--- src/rtl/fir_coef_pkg.sv ---
// Constants for the channel A coefficient store of the 9-tap equalizer.
// Assumes a byte-wide register port with byte addresses.
// How it works
// - Side taps: 12-bit signed, bits 15:12 reserved
// - Nine taps; fifth is 18-bit center tap
// - Bank A feeds filter A or merged filter
// - tap0 to tap5 map to taps one-six
// - Offsets 0x418, 0x41A, 0x41C, 0x41E, 0x420, 0x423
// - All bits read/write, reset to zero
// - Side weight 0..6 scales side LSB only
// - Sharing bit makes B use A coefficients
// - Mode 0 bypass, 2 active, others reserved
package fir_coef_pkg;
  localparam int unsigned ADDR_W     = 12;
  localparam int unsigned SIDE_W     = 12;
  localparam int unsigned CENTER_W   = 18;
  localparam int unsigned SIDE_REG_W = 16;
  localparam int unsigned CTR_REG_W  = 24;
  localparam int unsigned NUM_REGS   = 6;
  // Byte base of each register, index 0 is tap0
  localparam logic [11:0] CFG_OFF   = 12'h0400;
  localparam logic [11:0] TAP0_OFF  = 12'h0418;
  localparam logic [11:0] TAP1_OFF  = 12'h041a;
  localparam logic [11:0] TAP2_OFF  = 12'h041c;
  localparam logic [11:0] TAP3_OFF  = 12'h041e;
  localparam logic [11:0] TAP4C_OFF = 12'h0420;
  localparam logic [11:0] TAP5_OFF  = 12'h0423;
  localparam int unsigned CENTER_IDX = 4;
  localparam logic [7:0]  CFG_RESET  = 8'h00;
  localparam logic [23:0] TAP_RESET  = 24'h00_0000;
  // Config byte fields
  localparam int unsigned MODE_LSB  = 0;
  localparam int unsigned SCW_LSB   = 2;
  localparam int unsigned MERGE_BIT = 5;
  localparam int unsigned SHARE_BIT = 6;
  localparam logic [2:0]  SCW_MAX   = 3'h6;
  typedef enum logic [1:0] {
    MODE_BYPASS = 2'h0,
    MODE_RSVD1  = 2'h1,
    MODE_ACTIVE = 2'h2,
    MODE_RSVD3  = 2'h3
  } filter_mode_t;
endpackage

--- src/rtl/coef_byte_reg.sv ---
`timescale 1ns/1ps
// One multi-byte coefficient register written and read a byte at a time.
// Assumes byte offset decoding by the caller.
module coef_byte_reg #(
  parameter int unsigned NBYTES = 2
) (
  input  wire logic                  clock_in,
  input  wire logic                  rst_in,
  input  wire logic                  wr_in,
  input  wire logic [1:0]            byte_sel_in,
  input  wire logic [7:0]            wdata_in,
  output logic      [NBYTES*8-1:0]   value_out
);
  typedef struct packed {
    logic [NBYTES*8-1:0] value;
  } state_t;
  state_t s_q;
  state_t s_d;

  always_comb
  begin
    s_d = s_q;
    if (wr_in)
    begin
      // Little-endian byte assembly
      s_d.value[byte_sel_in*8 +: 8] = wdata_in;
    end
  end

  always_ff @(posedge clock_in)
  begin
    if (rst_in)
      s_q <= '{value: '0};
    else
      s_q <= s_d;
  end

  assign value_out = s_q.value;
endmodule

--- src/rtl/fir_coefficient_bank_a.sv ---
`timescale 1ns/1ps
// Channel A coefficient store and filter configuration byte.
// Assumes a host port with one-cycle strobes, read data the next cycle.
module fir_coefficient_bank_a (
  input  wire logic        clock_in,
  input  wire logic        rst_in,
  input  wire logic [11:0] addr_in,
  input  wire logic [7:0]  wdata_in,
  input  wire logic        wr_in,
  input  wire logic        rd_in,
  input  wire logic        serial_link_enable_in,
  output logic      [7:0]  rdata_out,
  output logic      [1:0]  filter_mode_out,
  output logic             filter_active_out,
  output logic             filter_merge_out,
  output logic             coefficient_sharing_out,
  output logic      [2:0]  side_coefficient_weight_out,
  output logic      [4:0]  side_lsb_exponent_out,
  output logic      [8*12-1:0] side_taps_a_out,
  output logic      [17:0] center_tap_a_out,
  output logic             taps_a_drive_b_out,
  output logic             config_write_ignored_out
);
  localparam int unsigned NR = fir_coef_pkg::NUM_REGS;

  typedef struct packed {
    logic [7:0] cfg;
    logic [7:0] rdata;
    logic       ignored;
  } state_t;
  state_t s_q;
  state_t s_d;

  localparam int unsigned SIDE_NB = fir_coef_pkg::SIDE_REG_W / 8;
  localparam int unsigned CTR_NB  = fir_coef_pkg::CTR_REG_W / 8;

  logic [NR-1:0]  hit;
  logic [1:0]     bsel [NR];
  logic [11:0]    rel  [NR];
  logic [23:0]    val  [NR];
  logic [15:0]    tap0_value;
  logic [15:0]    tap1_value;
  logic [15:0]    tap2_value;
  logic [15:0]    tap3_value;
  logic [23:0]    tap4_value;
  logic [15:0]    tap5_value;
  logic [7:0]     rd_byte;
  logic           wr_ok;

  // Edits with the link running are dropped to protect the stream
  assign wr_ok = wr_in && !serial_link_enable_in;

  // Window decode; each register answers for its own bytes only
  always_comb
  begin
    rel[0] = addr_in - fir_coef_pkg::TAP0_OFF;
    rel[1] = addr_in - fir_coef_pkg::TAP1_OFF;
    rel[2] = addr_in - fir_coef_pkg::TAP2_OFF;
    rel[3] = addr_in - fir_coef_pkg::TAP3_OFF;
    rel[4] = addr_in - fir_coef_pkg::TAP4C_OFF;
    rel[5] = addr_in - fir_coef_pkg::TAP5_OFF;
    hit[0] = (addr_in >= fir_coef_pkg::TAP0_OFF) && (rel[0] < 12'(SIDE_NB));
    hit[1] = (addr_in >= fir_coef_pkg::TAP1_OFF) && (rel[1] < 12'(SIDE_NB));
    hit[2] = (addr_in >= fir_coef_pkg::TAP2_OFF) && (rel[2] < 12'(SIDE_NB));
    hit[3] = (addr_in >= fir_coef_pkg::TAP3_OFF) && (rel[3] < 12'(SIDE_NB));
    hit[4] = (addr_in >= fir_coef_pkg::TAP4C_OFF) && (rel[4] < 12'(CTR_NB));
    hit[5] = (addr_in >= fir_coef_pkg::TAP5_OFF) && (rel[5] < 12'(SIDE_NB));
    bsel[0] = rel[0][1:0];
    bsel[1] = rel[1][1:0];
    bsel[2] = rel[2][1:0];
    bsel[3] = rel[3][1:0];
    bsel[4] = rel[4][1:0];
    bsel[5] = rel[5][1:0];
  end

  coef_byte_reg #(
    .NBYTES(SIDE_NB)
  ) tap0_u (
    .clock_in   (clock_in),
    .rst_in     (rst_in),
    .wr_in      (wr_ok && hit[0]),
    .byte_sel_in(bsel[0]),
    .wdata_in   (wdata_in),
    .value_out  (tap0_value)
  );

  coef_byte_reg #(
    .NBYTES(SIDE_NB)
  ) tap1_u (
    .clock_in   (clock_in),
    .rst_in     (rst_in),
    .wr_in      (wr_ok && hit[1]),
    .byte_sel_in(bsel[1]),
    .wdata_in   (wdata_in),
    .value_out  (tap1_value)
  );

  coef_byte_reg #(
    .NBYTES(SIDE_NB)
  ) tap2_u (
    .clock_in   (clock_in),
    .rst_in     (rst_in),
    .wr_in      (wr_ok && hit[2]),
    .byte_sel_in(bsel[2]),
    .wdata_in   (wdata_in),
    .value_out  (tap2_value)
  );

  coef_byte_reg #(
    .NBYTES(SIDE_NB)
  ) tap3_u (
    .clock_in   (clock_in),
    .rst_in     (rst_in),
    .wr_in      (wr_ok && hit[3]),
    .byte_sel_in(bsel[3]),
    .wdata_in   (wdata_in),
    .value_out  (tap3_value)
  );

  // Center tap is the only three-byte register
  coef_byte_reg #(
    .NBYTES(CTR_NB)
  ) tap4_u (
    .clock_in   (clock_in),
    .rst_in     (rst_in),
    .wr_in      (wr_ok && hit[4]),
    .byte_sel_in(bsel[4]),
    .wdata_in   (wdata_in),
    .value_out  (tap4_value)
  );

  coef_byte_reg #(
    .NBYTES(SIDE_NB)
  ) tap5_u (
    .clock_in   (clock_in),
    .rst_in     (rst_in),
    .wr_in      (wr_ok && hit[5]),
    .byte_sel_in(bsel[5]),
    .wdata_in   (wdata_in),
    .value_out  (tap5_value)
  );

  assign val[0] = 24'(tap0_value);
  assign val[1] = 24'(tap1_value);
  assign val[2] = 24'(tap2_value);
  assign val[3] = 24'(tap3_value);
  assign val[4] = tap4_value;
  assign val[5] = 24'(tap5_value);

  // Byte read mux; unmapped addresses read as zero
  always_comb
  begin
    rd_byte = 8'h00;
    case (addr_in)
      fir_coef_pkg::CFG_OFF:             rd_byte = s_q.cfg;
      fir_coef_pkg::TAP0_OFF:            rd_byte = tap0_value[7:0];
      fir_coef_pkg::TAP0_OFF + 12'h001:  rd_byte = tap0_value[15:8];
      fir_coef_pkg::TAP1_OFF:            rd_byte = tap1_value[7:0];
      fir_coef_pkg::TAP1_OFF + 12'h001:  rd_byte = tap1_value[15:8];
      fir_coef_pkg::TAP2_OFF:            rd_byte = tap2_value[7:0];
      fir_coef_pkg::TAP2_OFF + 12'h001:  rd_byte = tap2_value[15:8];
      fir_coef_pkg::TAP3_OFF:            rd_byte = tap3_value[7:0];
      fir_coef_pkg::TAP3_OFF + 12'h001:  rd_byte = tap3_value[15:8];
      fir_coef_pkg::TAP4C_OFF:           rd_byte = tap4_value[7:0];
      fir_coef_pkg::TAP4C_OFF + 12'h001: rd_byte = tap4_value[15:8];
      fir_coef_pkg::TAP4C_OFF + 12'h002: rd_byte = tap4_value[23:16];
      fir_coef_pkg::TAP5_OFF:            rd_byte = tap5_value[7:0];
      fir_coef_pkg::TAP5_OFF + 12'h001:  rd_byte = tap5_value[15:8];
      default:                           rd_byte = 8'h00;
    endcase
  end

  always_comb
  begin
    s_d = s_q;
    s_d.rdata = 8'h00;
    s_d.ignored = wr_in && serial_link_enable_in;
    if (wr_ok && addr_in == fir_coef_pkg::CFG_OFF)
      s_d.cfg = wdata_in;
    if (rd_in)
      s_d.rdata = rd_byte;
  end

  always_ff @(posedge clock_in)
  begin
    if (rst_in)
      s_q <= '{cfg: fir_coef_pkg::CFG_RESET, rdata: 8'h00, ignored: 1'b0};
    else
      s_q <= s_d;
  end

  logic [2:0] scw;
  assign scw = s_q.cfg[fir_coef_pkg::SCW_LSB +: 3];

  assign rdata_out               = s_q.rdata;
  assign config_write_ignored_out = s_q.ignored;
  assign filter_mode_out         = s_q.cfg[fir_coef_pkg::MODE_LSB +: 2];
  // Reserved modes leave the filter bypassed
  assign filter_active_out =
    (filter_mode_out == fir_coef_pkg::MODE_ACTIVE);
  assign filter_merge_out        = s_q.cfg[fir_coef_pkg::MERGE_BIT];
  assign coefficient_sharing_out = s_q.cfg[fir_coef_pkg::SHARE_BIT];
  assign taps_a_drive_b_out      = coefficient_sharing_out;
  assign side_coefficient_weight_out = scw;
  // LSB weight is 2^(scw-16); settings above 6 clamp to 6
  assign side_lsb_exponent_out = 5'h10 -
    5'((scw > fir_coef_pkg::SCW_MAX) ? fir_coef_pkg::SCW_MAX : scw);

  // Only tap0..tap5 exist here; taps seven to nine are zero
  always_comb
  begin
    side_taps_a_out = '0;
    side_taps_a_out[0*12 +: 12] = val[0][11:0];
    side_taps_a_out[1*12 +: 12] = val[1][11:0];
    side_taps_a_out[2*12 +: 12] = val[2][11:0];
    side_taps_a_out[3*12 +: 12] = val[3][11:0];
    side_taps_a_out[4*12 +: 12] = val[5][11:0];
  end
  assign center_tap_a_out = val[fir_coef_pkg::CENTER_IDX][17:0];
endmodule

--- config.mk ---
export PLATFORM = sky130hd
export DESIGN_NAME = fir_coefficient_bank_a
export DESIGN_NICKNAME = d
export VERILOG_FILES = /design/src/rtl/fir_coef_pkg.sv /design/src/rtl/coef_byte_reg.sv /design/src/rtl/fir_coefficient_bank_a.sv
export SDC_FILE = /design/constraint.sdc
export NUM_CORES = 1
export LEC_CHECK = 0
export ABC_AREA = 0
export ABC_CLOCK_PERIOD_IN_PS = 2400
export BUFFER_PORTS_ARGS = -buffer_cell sky130_fd_sc_hd__buf_2
export CAP_MARGIN = 20
export CORE_MARGIN = 10
export CORE_UTILIZATION = 30
export CTS_BUF_LIST = sky130_fd_sc_hd__clkbuf_4
export DETAILED_ROUTE_END_ITERATION = 6
export REMOVE_ABC_BUFFERS = 1
export SYNTH_ARGS = -nofsm -noshare
export SYNTH_HDL_FRONTEND = slang
export SYNTH_SLANG_ARGS = --single-unit
--- constraint.sdc ---
create_clock -name clock_in -period 2.4 [get_ports clock_in]
set_input_delay 0.12 -clock clock_in [delete_from_list [all_inputs] [get_ports clock_in]]
set_output_delay 0.12 -clock clock_in [all_outputs]
set_load 0.01 [all_outputs]
==> metrics.txt, run 1 <==
Site Rows 58; total number of H-tree levels 4; Fin. Hold Viols 0; Critical Path AT about 2.5 ns; Final nets between 1k and 1.5k; drt pass-1 iters 6; DRC 0; post-CTS setup buffer count 0; CTS tree built; Worst-path clk slew 0.14 ns; Worst Path Max Fanout 8; PwrDens approximately 450 nW/um^2; vias in the first global route about 7.0k; synth unique cells 75; clock latency on the worst-skew pair around 0.58 ns; crit path kind primary input to register; first-pass GRT wire length approximately 42000 um; Gate Count Post-Synth between 900 and 1k; Inserted Clock Buffers 17; overall routed net length between 20000 and 30000 um; run status completed; Die H 180 um; number of synthesized register bits 121; Max Slew Vio Count 0; CTS root buffer clkbuf_4; synth warn 0; async set-reset flop share out of synthesis 0; Peak VDD IR 0.000263 V; CP Data Required Time between 2 and 3 ns; die footprint ~32000 sq um; Final period util 0.841; Mean Syn Cell Area ~8.5 sq um; layout cell share with drive strength beyond 1 0.283; CP Capture Type register; crit path time final between 2 and 2.5 ns; TritonCTS Sinks 121; drt first-iter violations between 600 and 700; commonest non-fill, non-tap cell in the layout buf_2; Final Power around 4.1 mW; initial antenna violation count 1; GRT Util Overall 0.166; total gr overflow 0; Finish-stage setup viols 0; largest net degree at the start of global routing 78; Post-CTS Hold Buffers 12; clock skew 0.0239 ns; dominant synthesized flop cell dfxtp_1; Syn-to-layout area delta 19.0%; unrepaired setup endpoints after global routing false; maximum clock path buffer count 2; placed wire-length estimate ~22000 um; Seq/Total Area, Yosys 0.317; core box area 25100 sq um; DR WL/cell slightly above 20 um; number of flops mapped to enable cells by yosys 0; Max Cap Violations 0; Via-to-Cell Ratio approximately 5.1; Port Buf Inserts about 130; HP Class primary input to register; most frequent cells in the layout buf_2 (125), dfxtp_1 (121), buf_4 (106); fmax approximately 0.50 GHz; Slew HR 0.575; Synth Cell Area about 7600 sq um; vias ~7k; crit path launch type primary input; Die W between 150 and 200 um; RD Place Congestion 0.947; leakage power 4.12 nW; worst hold slack between 0.2 and 0.25 ns; Detail Route Antenna Nets 0; Starting Density 0.304; Filler cells 2621; Slew @ Worst Pin ~0.62 ns; Post-CTS Resized 0; I/O pins ~160
[report_power, final]
group / internal [mW] / switching (mW)
logic: 0.190 / 0.327
registers: 2.01 / 0.000160
clock network: 0.719 / 0.811
[stage by stage]
step                       util  worst slack (ns)  instance area, sq um  TNS (ns)  instances
after CTS                 0.362             0.471                  9080         0       1378
after floorplan               -           -0.0592                  6600    -0.432        763
after global placement    0.346           -0.0719                  8680     -1.58       1336
after detailed placement  0.346            -0.120                  8680     -1.87       1336
final                     0.362             0.381                  9080         0       1379
after global routing      0.362             0.273                  9080         0       1379
[path summary, 6_finish.rpt]
path | start | depth (start not counted) | to | slack [ns]
max | addr_in[2] | 10 | tap1_u.value_out[6] | 0.38
min | addr_in[0] | 6 | tap4_u.value_out[20] | 0.23
max reg2reg | tap4_u.value_out[3] | 7 | rdata_out[3] | 0.74
min reg2reg | tap4_u.value_out[23] | 2 | tap4_u.value_out[23] | 0.46
[worst max-delay path, cell delays in order]
cell and delay, ns:
buf_2 0.11, inv_1 0.08, ha_1 0.27, nor4bb_1 0.27, a311oi_1 0.10, a2111oi_0 0.61
buf_4 0.22, and3_1 0.18, nand2_1 0.20, a31o_1 0.29
[cell type report]
cell class / instances / area [sq um] / area share
inverters: 13 / 48.8 / 0.00537
well taps: 330 / 413 / 0.0454
clock buffers: 18 / 135 / 0.0149
repair buffers: 255 / 1780 / 0.196
clock inverters: 12 / 151 / 0.0167
flip-flops and latches: 121 / 2420 / 0.267
diodes: 1 / 2.50 / 0.000275
multi-input cells: 629 / 4130 / 0.455
[state kept, by name (all words and copies together) (netlist names)]
name / cells
tap2_u.value_out: 16
side_coefficient_weight_out: 3
tap1_u.value_out: 16
s_q: 1
tap0_u.value_out: 16
tap4_u.value_out: 24
coefficient_sharing_out: 1
filter_mode_out: 2
config_write_ignored_out: 1
rdata_out: 8
filter_merge_out: 1
tap3_u.value_out: 16
tap5_u.value_out: 16
[synth_stat cells, types with 13 or more instances]
master    number  area (sq um)
nor2_1        80           300
dfxtp_1      121          2420
nor2b_1       17           106
a21oi_1       31           155
mux2i_1       75           751
a22o_1        13           114
clkbuf_1      32           120
ha_1          19           238
and3_1        19           119
buf_4        129           968
nand2_1      100           375
nand3_1       24           120
and2_1        16           100
[logic make-up (layout without fill, tap and decap cells)]
group                      after synthesis  after routing  share of synthesized area
buffers and inverters                  188            298                      0.159
and+or+nand+nor                        339            339                      0.233
adders and majority gates               19             19                     0.0311
AOI/OAI and AO/OA                      146            146                      0.141
muxes                                   84             84                      0.112
xor gates and xnor gates                 5              5                    0.00574
DFF                                    121            121                      0.317
other                                    1             37                   0.000491
[per-layer routing]
| metal | vias to the layer above | wire (um) | GRT usage |
|---|---|---|---|
| met5 | - | 0 | 0 |
| met4 | 0 | 535 | 0.0493 |
| met3 | 41 | 1970 | 0.0424 |
| met2 | 268 | 13500 | 0.285 |
| met1 | 3380 | 11900 | 0.199 |
| li1 | 3324 | - | - |
(Power assumes the default switching activity.)
==> inputs of run 2 (changes only) <==
Settings changed: ABC_CLOCK_PERIOD_IN_PS 2400 to 1800.
Clock period 2.4 ns to 1.8 ns, I/O delays scaled along.
==> metrics.txt, run 2 (synthesis results as in run 1) <==
Final nets between 1k and 1.5k; core box area 25100 sq um; most frequent cells in the layout buf_4 (158), buf_2 (124), dfxtp_1 (121); Combinational Power Share 0.148; vias in the first global route about 7.2k; die footprint approximately 32000 sq um; Via-to-Cell Ratio ~5; DR WL/cell slightly above 20 um; Finish-stage setup viols 0; commonest non-fill, non-tap cell in the layout buf_4; Filler cells roughly 2.6k; run status completed; placed wire-length estimate 22700 um; total number of H-tree levels 4; Fin. Hold Viols 0; RD Place Congestion about 0.92; Clk pwr share 0.355; switching share of power 0.290; sequential share of power 0.497; fmax approximately 0.57 GHz; crit path kind primary input to register; maximum clock path buffer count 2; Final Worst Setup Slack roughly 0.054 ns; CTS root buffer clkbuf_4; Max Slew Vio Count 0; layout cell share with drive strength beyond 1 0.342; CP Capture Type register; overall routed net length ~29000 um; HP Class primary input to register; Net Sw Power 1.56 mW; Max Cap Violations 0; Final period util 0.970; CP Data Required Time between 2 and 2.5 ns; Syn-to-layout area delta 26.5%; largest net degree at the start of global routing 58; drt first-iter violations 601; Die H 180 um; first-pass GRT wire length ~43000 um; Starting Density 0.304; I/O pins between 150 and 200; Int Pwr roughly 3.8 mW; Final Power 5.38 mW; TritonCTS Sinks 121; CTS tree built; Worst-path clk slew 0.11 ns; unrepaired setup endpoints after global routing true; Worst Path Max Fanout 8; Detail Route Antenna Nets 0; PwrDens 558 nW/um^2; pre-CTS setup slack -0.626 ns; initial antenna violation count 1; total gr overflow 0; DRC 0; clock latency on the worst-skew pair 0.57 ns; Site Rows 58; Die W 180 um; drt pass-1 iters 7; max reg flops 24; Port Buf Inserts about 130; clock skew around 0.023 ns; Slew @ Worst Pin 0.623 ns; leakage power ~4.4 nW; GRT Util Overall 0.170; Inserted Clock Buffers 17; vias ~7.3k; crit path time final ~1.7 ns; Peak VDD IR roughly 0.00036 V; Hold Crit Depth 6; R2R depth 7; Slew HR 0.585; crit path launch type primary input; Critical Path AT 2.18 ns
==> run 2: cell count changes in the layout (fill, tap and decap cells not counted), moves of 3 or more <==
cell	delta
a221oi_1	-3
buf_4	+52
buf_6	+3
clkinv_2	+3
clkinvlp_4	-3
ha_1	-5
ha_4	+3
nor3_1	-3
nor3_2	+3
==> run 2: power groups by stage <==
stage	registers (mW)	clock network (mW)	logic (mW)
4_1_cts	2.68	1.95	0.753
3_3_place_gp	2.74	0	0.730
3_5_place_dp	2.74	0	0.726
6_report	2.68	1.91	0.795
5_1_grt	2.68	2.05	0.852
2_1_floorplan	2.74	0	0.283
==> run 2: metal layers <==
layer	vias up	track usage	routed length, um
li1	3437	-	-
met2	282	0.285	13900
met3	41	0.0402	2000
met1	3508	0.210	12500
met5	-	0	0
met4	0	0.0529	597
==> run 2: area by class of cell <==
type	count	area [sq um]	area share
Clock inverter	14	130	0.0135
Tap cell	330	413	0.0428
Inverter	13	51.3	0.00531
Clock buffer	18	135	0.0140
Multi-Input combinational cell	629	4290	0.445
Timing Repair Buffer	310	2210	0.229
Antenna cell	1	2.50	0.000259
Sequential cell	121	2420	0.251
==> run 2: per-stage QoR <==
step / instance area (sq um) / util / hold slack, ns / instances / setup TNS, ns
3_5_place_dp: 9060 / 0.361 / 0.359 / 1387 / -63.82
2_1_floorplan: 6600 / - / 0.159 / 763 / -35.87
5_1_grt: 9650 / 0.384 / 0.249 / 1436 / -0.0338
4_1_cts: 9460 / 0.377 / 0.209 / 1431 / 0
6_report: 9650 / 0.384 / 0.249 / 1436 / 0
3_3_place_gp: 9060 / 0.361 / 0.343 / 1387 / -62.90
==> run 2: repair_timing <==
item / 4_1_cts / 5_1_grt
pin swaps: 0 / 11
endpoints found under the setup margin: 27 / 88
gates cloned: 0 / 0
gates resized for setup: 5 / 34
endpoints found under the hold margin: 42 / 0
hold buffers: 12 / 0
buffers inserted: 0 / 4
==> run 2: final timing paths <==
path,from,endpoint,slack (ns)
min reg2reg,tap4_u.value_out[23],tap4_u.value_out[23],0.47
max reg2reg,tap4_u.value_out[4],rdata_out[4],0.22
max,addr_in[6],tap3_u.value_out[2],0.05
min,addr_in[0],tap4_u.value_out[17],0.25
==> run 2: worst max-delay path, stage by stage <==
cell and delay (ns):
buf_2 0.11, inv_2 0.11, ha_4 0.19, nor3b_4 0.20
nor2b_1 0.07, a2111o_1 0.43, nor4_2 0.26, buf_4 0.17
nand3_2 0.07, buf_4 0.17, mux2_1 0.30
